**src/common/rfp_pkg.sv**
```systemverilog
// Shared constants for the transmitter control device and its host.
package rfp_pkg;
    // Configuration word field positions.
    localparam int CFG_WIDTH = 32;
    localparam int CARRIER_LSB = 0;
    localparam int CARRIER_WIDTH = 15;
    localparam int BAND_BIT = 15;
    localparam int MOD_BIT = 16;
    localparam int DEV_LSB = 17;
    localparam int DEV_WIDTH = 8;
    localparam int PWR_LSB = 25;
    localparam int PWR_WIDTH = 4;
    localparam int CLKONLY_BIT = 29;
    localparam int CLKON_BIT = 30;
    localparam int DIVSEL_BIT = 31;
    localparam logic [31:0] CFG_RESET = 32'h0000_0000;
    // Division ratio integer part in half units: 24 and 32.5.
    localparam logic [6:0] INT_HALVES_LOW = 7'h30;
    localparam logic [6:0] INT_HALVES_HIGH = 7'h41;
    // Legal programming ranges.
    localparam logic [14:0] CARRIER_MIN = 15'h09C4;
    localparam logic [14:0] CARRIER_MAX = 15'h55F0;
    localparam logic [7:0] DEV_MIN = 8'h01;
    // Timing.
    localparam int CLK_PERIOD_NS = 25;
    localparam int LOCK_PERIODS = 1280;
    localparam int LOCK_CYCLES = LOCK_PERIODS;
    localparam int SCK_HALF_NS = 100;
    localparam int SCK_HALF_CYCLES =
        (SCK_HALF_NS + CLK_PERIOD_NS - 1) / CLK_PERIOD_NS;
    localparam logic [2:0] DIV4_LAST = 3'h3;
    localparam logic [2:0] DIV8_LAST = 3'h7;
    // Host register map and fields.
    localparam logic [3:0] REG_CONFIG = 4'h0;
    localparam logic [3:0] REG_CTRL = 4'h4;
    localparam logic [3:0] REG_STATUS = 4'h8;
    localparam int CTRL_ENABLE = 0;
    localparam int CTRL_START = 1;
    localparam int CTRL_TXDATA = 2;
    localparam int STAT_BUSY = 0;
    localparam int STAT_DONE = 1;
    localparam int STAT_REJECT = 2;
    localparam int STAT_CLKOUT = 3;
    typedef enum logic [1:0] {
        RFP_IDLE,
        RFP_SCK_LOW,
        RFP_SCK_HIGH
    } rfp_host_state_t;
endpackage : rfp_pkg

```
**src/common/rfp_link_if.sv**
```systemverilog
// Pins between the host microcontroller and the transmitter device.
`timescale 1ns/1ps
interface rfp_link_if;
    logic serialClk;
    logic serialTxDataIn;
    logic chipEnable;
    logic clockOut;
    modport device (
        input serialClk,
        input serialTxDataIn,
        input chipEnable,
        output clockOut
    );
    modport host (
        output serialClk,
        output serialTxDataIn,
        output chipEnable,
        input clockOut
    );
endinterface : rfp_link_if

```
**src/rfp_device.sv**
```systemverilog
// Transmitter device: configuration shift-in, PLL control, clock driver.
//
// Overview of operation
// - All PLL settings come from one 32-bit word.
// - Carrier from 15-bit word plus band flag.
// - Modulation flag picks ASK or divider-based FSK.
// - Deviation from 8-bit word, host writes 1-255.
// - PLL counts locked after 1280 crystal periods.
// - Band low uses integer part 24.
// - Band high uses integer part 32.5.
// - FSK high adds deviation to carrier word.
// - ASK adds half deviation, rounded down.
// - Host keeps carrier word within 2500-22000.
// - Amplifier on after lock and finished loading.
// - FSK radiates at once; ASK needs data high.
// - FSK data high selects upper frequency.
// - Four-bit field sets amplifier pulse level.
// - Enable starts oscillator; amplitude raises ready flag.
// - Clock-only clear means normal PLL operation.
// - Clock-only set powers down all but oscillator.
// - Clock output divides by 4 or 8.
// - Clock output only while its enable set.
// - Output low until ready and enable both set.
// - Activation aligned so first period is whole.
// - One pin carries serial and transmit data.
`timescale 1ns/1ps
module rfp_device (
    // Clock and reset.
    input wire logic clk_sys,
    input wire logic sys_rst,
    // Pins to the host.
    rfp_link_if.device link,
    // Oscillator amplitude detector.
    input wire logic oscAmplitudeOk,
    // Oscillator and PLL status.
    output logic oscReady,
    output logic pllRun,
    output logic pllLocked,
    output logic configLoaded,
    output logic [rfp_pkg::CFG_WIDTH-1:0] configWord,
    // Transmitter controls.
    output logic paEnable,
    output logic rfOn,
    output logic [rfp_pkg::PWR_WIDTH-1:0] paPulseLevel,
    output logic [6:0] divIntHalves,
    output logic [15:0] divFrac
);
    import rfp_pkg::*;

    logic sckPrev;
    logic [31:0] shiftReg;
    logic [4:0] bitCnt;
    logic [10:0] lockCnt;
    logic clkActive;
    logic clkDiv4;
    logic [2:0] divCnt;
    logic clkOutReg;
    logic sckRise;
    logic shifting;
    logic powerDown;
    logic [14:0] carrier;
    logic [7:0] deviation;
    logic bandHigh;
    logic askMode;
    logic clockOnly;
    logic clockOn;
    logic divSel;
    logic wantClk;
    logic [2:0] lastCnt;
    logic next_clkActive;
    logic next_clkDiv4;
    logic [2:0] next_divCnt;

    // Fractional numerator N; the ratio is (N + 0.5) / 16384.
    function automatic logic [15:0] frac_num(input logic [14:0] base,
                                             input logic [7:0] dev,
                                             input logic ask,
                                             input logic dataHigh);
        logic [15:0] add;
        add = 16'h0000;
        if (ask) begin
            add = {9'h000, dev[7:1]};
        end else if (dataHigh) begin
            add = {8'h00, dev};
        end
        frac_num = {1'b0, base} + add;
    endfunction : frac_num

    // Fields of the configuration word.
    assign carrier = configWord[CARRIER_LSB +: CARRIER_WIDTH];
    assign bandHigh = configWord[BAND_BIT];
    assign askMode = configWord[MOD_BIT];
    assign deviation = configWord[DEV_LSB +: DEV_WIDTH];
    assign clockOnly = configWord[CLKONLY_BIT];
    assign clockOn = configWord[CLKON_BIT];
    assign divSel = configWord[DIVSEL_BIT];
    assign powerDown = !link.chipEnable;
    assign sckRise = link.serialClk && !sckPrev;
    assign shifting = bitCnt != 5'h00;

    always_ff @(posedge clk_sys) begin
        if (sys_rst) begin
            sckPrev <= 1'b0;
        end else begin
            sckPrev <= link.serialClk;
        end
    end

    // The shared pin is read as serial data on rising serial clock edges.
    always_ff @(posedge clk_sys) begin
        if (sys_rst || powerDown) begin
            bitCnt <= 5'h00;
            shiftReg <= 32'h0000_0000;
        end else if (sckRise) begin
            shiftReg <= {shiftReg[30:0],
                link.serialTxDataIn};
            bitCnt <= bitCnt + 5'h01;
        end
    end

    // The word takes effect only once all 32 bits are in.
    always_ff @(posedge clk_sys) begin
        if (sys_rst) begin
            configWord <= CFG_RESET;
            configLoaded <= 1'b0;
        end else if (!powerDown && sckRise && bitCnt == 5'h1F) begin
            configWord <= {shiftReg[30:0], link.serialTxDataIn};
            configLoaded <= 1'b1;
        end
    end

    // Ready is set by the amplitude detector and held until disabled.
    always_ff @(posedge clk_sys) begin
        if (sys_rst || powerDown) begin
            oscReady <= 1'b0;
        end else if (oscAmplitudeOk) begin
            oscReady <= 1'b1;
        end
    end

    // PLL runs only in normal mode with a loaded word.
    always_ff @(posedge clk_sys) begin
        if (sys_rst) begin
            pllRun <= 1'b0;
        end else begin
            pllRun <= oscReady && configLoaded && !clockOnly &&
                !powerDown;
        end
    end

    always_ff @(posedge clk_sys) begin
        if (sys_rst || !pllRun) begin
            lockCnt <= 11'h000;
            pllLocked <= 1'b0;
        end else if (lockCnt == 11'(LOCK_CYCLES - 1)) begin
            pllLocked <= 1'b1;
        end else begin
            lockCnt <= lockCnt + 11'h001;
        end
    end

    // Amplifier and modulation controls.
    always_ff @(posedge clk_sys) begin
        if (sys_rst) begin
            paEnable <= 1'b0;
            rfOn <= 1'b0;
            paPulseLevel <= 4'h0;
            divIntHalves <= INT_HALVES_LOW;
            divFrac <= 16'h0000;
        end else begin
            paEnable <= pllLocked && pllRun && configLoaded &&
                !shifting;
            rfOn <= paEnable &&
                (!askMode || link.serialTxDataIn);
            paPulseLevel <= paEnable ?
                configWord[PWR_LSB +: PWR_WIDTH] : 4'h0;
            divIntHalves <= bandHigh ?
                INT_HALVES_HIGH : INT_HALVES_LOW;
            divFrac <= frac_num(carrier, deviation, askMode,
                                link.serialTxDataIn);
        end
    end

    // Clock driver: ratio and activity change only at period boundaries.
    assign wantClk = oscReady && clockOn && !powerDown;
    assign lastCnt = clkDiv4 ? DIV4_LAST : DIV8_LAST;

    always_comb begin
        next_clkActive = clkActive;
        next_clkDiv4 = clkDiv4;
        next_divCnt = divCnt + 3'h1;
        if (!clkActive) begin
            next_clkActive = wantClk;
            next_clkDiv4 = divSel;
            next_divCnt = 3'h0;
        end else if (divCnt == lastCnt) begin
            next_clkActive = wantClk;
            next_clkDiv4 = divSel;
            next_divCnt = 3'h0;
        end
    end

    always_ff @(posedge clk_sys) begin
        if (sys_rst) begin
            clkActive <= 1'b0;
            clkDiv4 <= 1'b0;
            divCnt <= 3'h0;
            clkOutReg <= 1'b0;
        end else begin
            clkActive <= next_clkActive;
            clkDiv4 <= next_clkDiv4;
            divCnt <= next_divCnt;
            // High for the first half of each full period.
            clkOutReg <= next_clkActive && (next_divCnt <=
                (next_clkDiv4 ? 3'h1 : 3'h3));
        end
    end

    assign link.clockOut = clkOutReg;
endmodule : rfp_device

```
**src/flat_wrapper.sv**
```systemverilog
// flat-port wrapper written by rule: the top's interface ports become plain ports
module rfp_device_flat import rfp_pkg::*;
  (clk_sys, sys_rst, oscAmplitudeOk, oscReady, pllRun, pllLocked, configLoaded, configWord, paEnable, rfOn, paPulseLevel, divIntHalves, divFrac, link_serialClk, link_serialTxDataIn, link_chipEnable, link_clockOut);
  rfp_link_if link_i ();
  input wire logic clk_sys;
  input wire logic sys_rst;
  input wire logic oscAmplitudeOk;
  output logic oscReady;
  output logic pllRun;
  output logic pllLocked;
  output logic configLoaded;
  output logic [rfp_pkg::CFG_WIDTH-1:0] configWord;
  output logic paEnable;
  output logic rfOn;
  output logic [rfp_pkg::PWR_WIDTH-1:0] paPulseLevel;
  output logic [6:0] divIntHalves;
  output logic [15:0] divFrac;
  input wire logic [$bits(link_i.serialClk)-1:0] link_serialClk;
  input wire logic [$bits(link_i.serialTxDataIn)-1:0] link_serialTxDataIn;
  input wire logic [$bits(link_i.chipEnable)-1:0] link_chipEnable;
  output wire logic [$bits(link_i.clockOut)-1:0] link_clockOut;
  assign link_i.serialClk = link_serialClk;
  assign link_i.serialTxDataIn = link_serialTxDataIn;
  assign link_i.chipEnable = link_chipEnable;
  assign link_clockOut = link_i.clockOut;
  rfp_device u_core (.clk_sys(clk_sys), .sys_rst(sys_rst), .link(link_i), .oscAmplitudeOk(oscAmplitudeOk), .oscReady(oscReady), .pllRun(pllRun), .pllLocked(pllLocked), .configLoaded(configLoaded), .configWord(configWord), .paEnable(paEnable), .rfOn(rfOn), .paPulseLevel(paPulseLevel), .divIntHalves(divIntHalves), .divFrac(divFrac));
endmodule
```
**config.mk**
```make
export PLATFORM = sky130hd
export DESIGN_NAME = rfp_device_flat
export DESIGN_NICKNAME = d
export VERILOG_FILES = /design/src/common/rfp_pkg.sv /design/src/common/rfp_link_if.sv /design/src/rfp_device.sv /design/src/flat_wrapper.sv
export SDC_FILE = /design/constraint.sdc
export NUM_CORES = 1
export LEC_CHECK = 0
export BUFFER_PORTS_ARGS = -buffer_cell sky130_fd_sc_hd__clkbuf_2
export CAP_MARGIN = 10
export CORE_MARGIN = 4
export CORE_UTILIZATION = 56
export CTS_CLUSTER_DIAMETER = 30
export CTS_CLUSTER_SIZE = 28
export DETAILED_ROUTE_END_ITERATION = 10
export PLACE_DENSITY = 0.75
export SKIP_CTS_REPAIR_TIMING = 1
export SLEW_MARGIN = 20
export SYNTH_ARGS = -nofsm -noshare
export SYNTH_HDL_FRONTEND = slang
export SYNTH_SLANG_ARGS = --single-unit
```
**constraint.sdc**
```tcl
create_clock -name clk_sys -period 2.8 [get_ports clk_sys]
set_input_delay 0.42 -clock clk_sys [delete_from_list [all_inputs] [get_ports clk_sys]]
set_output_delay 0.42 -clock clk_sys [all_outputs]
set_load 0.02 [all_outputs]
```
==> impl_metrics.json, run 1 <==
{
  "clk_pin_slew_ns": 0.05,
  "clockRootBuffer": "clkbuf_8",
  "synth_edf_count": 0,
  "drive_gt1_share_pct": 18.5,
  "worst_pin_slew_ns": 0.805,
  "drc_errors": 0,
  "cp_data_required_time_ns": 3.16,
  "first_iter_violations": 291,
  "worstSetupStartpointType": "flip-flop",
  "cts_buffers": 17,
  "design.core.area_um2": 8180,
  "slew_violations": 0,
  "crit_path_max_fanout": 18,
  "ioPinCount": 72,
  "io_buffer_count": 68,
  "grt.busiest_layer": "met2",
  "worstSetupEndpointType": "flip-flop",
  "grt_pass1_wl_um": 18100,
  "clock_latency_ns": 0.51,
  "synth_compound_area_share_pct": 14.6,
  "grtUsageMet1_pct": 29.3,
  "slew_headroom_pct": 45.9,
  "grtUsageMet2_pct": 36.0,
  "vias": 4004,
  "synth_top_family_by_area": "simple AND/OR/NAND/NOR gates",
  "yosys_warnings": 0,
  "fin_crit_ns": 2.47,
  "place_area_um2": 5030,
  "rsz0062_at_grt": "no",
  "wire_per_inst_um": 14.5,
  "overflow": 0,
  "status": "complete, no violations",
  "leakagePower_nw": 2.20,
  "synthTopCellsByCount": "156 x nand2_1, 114 x dfxtp_1, 79 x a21oi_1, 27 x nor2_1, 21 x clkbuf_1",
  "dieHeight_um": 99.3,
  "htree_levels": 4,
  "power_density_nw_per_um2": 684,
  "skew_ns": 0.00550,
  "synth_area_leaders": "dfxtp_1 49%, nand2_1 13%, a21oi_1 8.5%",
  "viasPerCell": 5.43,
  "hpwlAfterDp_um": 6930,
  "clockBufferDepth": 2,
  "synth_simple_gate_area_share_pct": 23.7,
  "dieArea_um2": 9860,
  "synth-adder-area-share_pct": 4.18,
  "hold_class": "in -> reg",
  "final_nets": 642,
  "finalHoldViolations": 0,
  "synth.most_common_cell": "nand2_1",
  "grtUsageTotal_pct": 22.8,
  "grt_start_max_net_pins": 56,
  "rows": 33,
  "critPathArrivalTime_ns": 2.84,
  "fmax_mhz": 404,
  "ys_seq_area_share_pct": 48.9,
  "ys.flop_type": "dfxtp_1",
  "place_congestion": 0.811,
  "initial_core_util_pct": 57.1,
  "fin_crit_sh_pct": 88.4,
  "cts_sinks": 114,
  "ys_types": 52,
  "synth_top_area_share_pct": 48.9,
  "setup_viol": 0,
  "cts_tree": "yes",
  "synth.largest_area_cell": "dfxtp_1",
  "synthMuxAreaShare_pct": 1.85,
  "synth_seq_cells": 114,
  "reg2reg_slack_ns": 0.33,
  "async_flop_share_pct": 0,
  "syn_area_per_cell_um2": 8.30,
  "vdd_drop_max_mv": 0.544,
  "synth_cells": 562,
  "netlist_area_um2": 4670,
  "timing.setup.tns_ns": 0,
  "met3_usage_pct": 7.15,
  "drv_cap": 0,
  "antenna_found_initial": 0,
  "grt_pass1_vias": 3745,
  "routed_wl_um": 10700,
  "fillers": 654,
  "n_antenna_cell": 0,
  "worst-setup-path-type": "reg -> reg",
  "final_antenna_net_count": 0,
  "postLayoutCellArea_um2": 5630,
  "area_growth_pct": 20.6,
  "die_w_um": 99.3,
  "drtPass1Iterations": 5,
  "synth_xor_area_share_pct": 2.44
}
## sequential cells by signal, summed over array words and instances, names as in the netlist
register / flops
u_core.bitCnt: 5
u_core.clkActive: 1
u_core.clkDiv4: 1
u_core.configLoaded: 1
u_core.configWord: 32
u_core.divCnt: 3
u_core.divFrac: 16
u_core.divIntHalves: 2
u_core.link.clockOut: 1
u_core.lockCnt: 11
u_core.oscReady: 1
u_core.paEnable: 1
u_core.paPulseLevel: 4
u_core.pllLocked: 1
u_core.pllRun: 1
u_core.rfOn: 1
u_core.sckPrev: 1
u_core.shiftReg: 31
## cell families after synthesis
group	after synthesis
flops	114
other cells	1
buf+inv	44
simple gates	247
compound gates	120
mux	8
xor+xnor	13
fa+ha+maj	15
## final timing paths
kind / endpoint / from / depth (start not counted)
max reg2reg: u_core.divFrac[8]$_SDFF_PP0_ / u_core.configWord[16]$_SDFFE_PP0P_ / 7
max: u_core.divFrac[8]$_SDFF_PP0_ / u_core.configWord[16]$_SDFFE_PP0P_ / 7
min: u_core.oscReady$_SDFFE_PP0P_ / oscAmplitudeOk / 3
min reg2reg: u_core.configWord[31]$_SDFFE_PP0P_ / u_core.shiftReg[30]$_SDFFE_PP0P_ / 2
## report_power, final
group / leakage (nW) / internal, W / switching (W)
clock network: 0.293 / 0.00144 / 0.000712
registers: 0.919 / 0.00163 / 0.00000265
logic: 0.989 / 0.0000135 / 0.0000549
total: 2.20 / 0.00308 / 0.000769
## cell type report
cell class	instances	area [um2]	share of cell area (%)
inverter	7	26.3	0.467
sequential	114	2280	40.6
clock buffer	22	473	8.40
multi-input combinational	406	2190	39.0
clock inverter	9	129	2.29
tap	105	131	2.33
timing repair buffer	75	393	6.98
## per-layer routing
metal	vias up	wire, um
li1	1997	-
met1	1870	4870
met2	126	5030
met3	11	697
met4	0	127
met5	-	0
## cell usage in the layout (no fill, tap or decap), types with 4 or more instances in the layout
master / count
a211oi_1: 6
buf_4: 7
ha_1: 14
a21o_1: 4
clkbuf_16: 16
xnor2_1: 6
nor2_1: 27
and3_1: 4
nor3_1: 6
a21oi_1: 79
clkbuf_8: 5
nor2b_1: 14
nand2_1: 156
and2_1: 5
nand3_1: 10
o21ai_0: 12
nand2b_1: 6
dfxtp_1: 113
clkbuf_2: 68
xor2_1: 7
inv_1: 7
## critical path, cell delays in order (launching register included)
cell and delay [ns]:
dfxtp_2 0.48, o21ai_0 0.16, ha_1 0.24, fa_1 0.42, a21o_1 0.21, a221o_2 0.36
a311oi_1 0.36, nor3_1 0.09
## metrics by stage
step / hold WS (ns) / worst slack (ns) / cells / utilization, % / power, W
final: 0.129 / 0.325 / 738 / 68.9 / 0.00385
after global routing: 0.152 / 0.186 / 738 / 68.9 / 0.00396
after CTS: 0.113 / 0.147 / 738 / 68.9 / 0.00387
after detailed placement: 0.446 / 0.203 / 707 / 61.5 / 0.00173
after global placement: 0.440 / 0.317 / 707 / 61.5 / 0.00173
after floorplan: 0.419 / 0.364 / 564 / - / 0.00172
(Power assumes the default switching activity.)
==> inputs of run 2 (changes only) <==
CORE_UTILIZATION = 45   (was 56)
PLACE_DENSITY = 0.62   (was 0.75)
clock period = 2.95 ns   (was 2.8 ns; I/O delays follow)
==> impl_metrics.json, run 2 (synthesized netlist as in run 1, its figures left out) <==
{
  "post-place-ws_ns": 0.389,
  "area_growth_pct": 22.9,
  "fin_crit_ns": 2.58,
  "viasPerCell": 5.04,
  "p_seq_share_pct": 39.7,
  "finalHoldViolations": 0,
  "antenna_found_initial": 0,
  "hpwlAfterDp_um": 7060,
  "hold_class": "in -> reg",
  "dieHeight_um": 110,
  "vdd_drop_max_mv": 0.307,
  "grt_pass1_wl_um": 17500,
  "top_regs": "u_core.configWord x32, u_core.shiftReg x31, u_core.divFrac x16",
  "critPathArrivalTime_ns": 2.98,
  "clockBufferDepth": 2,
  "worst-setup-path-type": "reg -> reg",
  "clkPwrFrac_pct": 58.6,
  "place_congestion": 0.825,
  "initial_core_util_pct": 46.9,
  "drc_errors": 0,
  "clk_pin_slew_ns": 0.06,
  "routed_wl_um": 10600,
  "status": "complete, no violations",
  "p_sw_w": 0.000776,
  "grt.busiest_layer": "met2",
  "met3_usage_pct": 5.75,
  "grt_start_max_net_pins": 39,
  "skew_ns": 0.00525,
  "timing.setup.tns_ns": 0,
  "die_w_um": 110,
  "drive_gt1_share_pct": 18.6,
  "fin_crit_sh_pct": 87.5,
  "worst_pin_slew_ns": 0.781,
  "postLayoutCellArea_um2": 5740,
  "final_nets": 642,
  "grt_pass1_vias": 3623,
  "io_buffer_count": 68,
  "min_path_cells": 2,
  "path_cells": "o21ai_0, ha_1, fa_1, a21o_1, a221oi_2, a211oi_1, mux2_2",
  "setup_viol": 0,
  "overflow": 0,
  "p_sw_share_pct": 19.9,
  "final_common_cell": "nand2_1",
  "internal_power_w": 0.00312,
  "clock_latency_ns": 0.51,
  "final_antenna_net_count": 0,
  "rsz0062_at_grt": "no",
  "cp_data_required_time_ns": 3.35,
  "slew_violations": 0,
  "clockRootBuffer": "clkbuf_8",
  "htree_levels": 4,
  "leakagePower_nw": 2.23,
  "vias": 3862,
  "dieArea_um2": 12100,
  "cts_buffers": 17,
  "fmax_mhz": 388,
  "drtPass1Iterations": 4,
  "first_iter_violations": 168,
  "cts_tree": "yes",
  "design.core.area_um2": 9950,
  "grtUsageMet2_pct": 26.7,
  "grtUsageTotal_pct": 18.7,
  "n_antenna_cell": 0,
  "worstSetupEndpointType": "flip-flop",
  "combinationalPowerShare_pct": 1.7,
  "crit_path_max_fanout": 18,
  "power_density_nw_per_um2": 678,
  "largest_reg_flops": 32,
  "place_area_um2": 5070,
  "most-common-layout-cells": "156 x nand2_1, 114 x dfxtp_1, 79 x a21oi_1, 68 x clkbuf_2, 27 x nor2_1",
  "cpPeakStageDelay_ns": 0.61,
  "wire_per_inst_um": 13.9,
  "crit_buf_inv": 0,
  "worst_path_max_delay_cell": "dfxtp_1",
  "path_delay_family": "compound AO/OA/AOI/OAI gates",
  "top_register": "u_core.configWord",
  "worst_slack_ns": 0.370,
  "rows": 36,
  "worstRegToRegCells": 7,
  "worstSetupStartpointType": "flip-flop",
  "grtUsageMet1_pct": 25.9,
  "slew_headroom_pct": 47.5,
  "cp.depth": 7,
  "ioPinCount": 72,
  "cts_sinks": 114,
  "utilization_pct": 57.6,
  "drv_cap": 0
}
## run 2: worst paths after layout
| kind | start | end | slack (ns) |
|---|---|---|---|
| max | u_core.configWord[16]$_SDFFE_PP0P_ | u_core.divFrac[10]$_SDFF_PP0_ | 0.37 |
| min | sys_rst | u_core.sckPrev$_SDFF_PP0_ | 0.15 |
| max reg2reg | u_core.configWord[16]$_SDFFE_PP0P_ | u_core.divFrac[10]$_SDFF_PP0_ | 0.37 |
| min reg2reg | u_core.shiftReg[30]$_SDFFE_PP0P_ | u_core.configWord[31]$_SDFFE_PP0P_ | 0.45 |
## run 2: final cells by class
class / instances / area [um2]
flip-flops and latches: 114 / 2280
well taps: 133 / 166
multi-input cells: 406 / 2190
fillers: 918 / 4220
clock inverters: 14 / 235
inverters: 7 / 26.3
clock buffers: 18 / 428
repair buffers: 75 / 405
## run 2: power by group through the flow
stage / logic (W) / clock network [W] / registers, W
finish: 0.0000655 / 0.00228 / 0.00155
global route: 0.0000738 / 0.00238 / 0.00154
CTS: 0.0000658 / 0.00232 / 0.00155
detailed placement: 0.0000653 / 0 / 0.00158
global placement: 0.0000654 / 0 / 0.00158
floorplan: 0.0000502 / 0 / 0.00158
## run 2: per-stage QoR
step                      hold WS, ns  total power (W)  cells
after floorplan                 0.419          0.00163    564
after global placement          0.441          0.00164    735
after detailed placement        0.444          0.00164    735
after CTS                       0.130          0.00393    767
after global routing            0.157          0.00400    767
final                           0.153          0.00389    767
## run 2: layer usage
metal,part of all wire [%],wire (um)
met1,49,5220
met2,43,4560
met3,6.7,716
met4,1.2,132
met5,0,0
## run 2: worst reg2reg max path: cells and delay by family, from the launching register on
kind | cells | cell delay [ns]
adders and majority gates | 2 | 0.66
DFF | 1 | 0.61
muxes | 1 | 0.29
AOI/OAI and AO/OA | 4 | 0.91
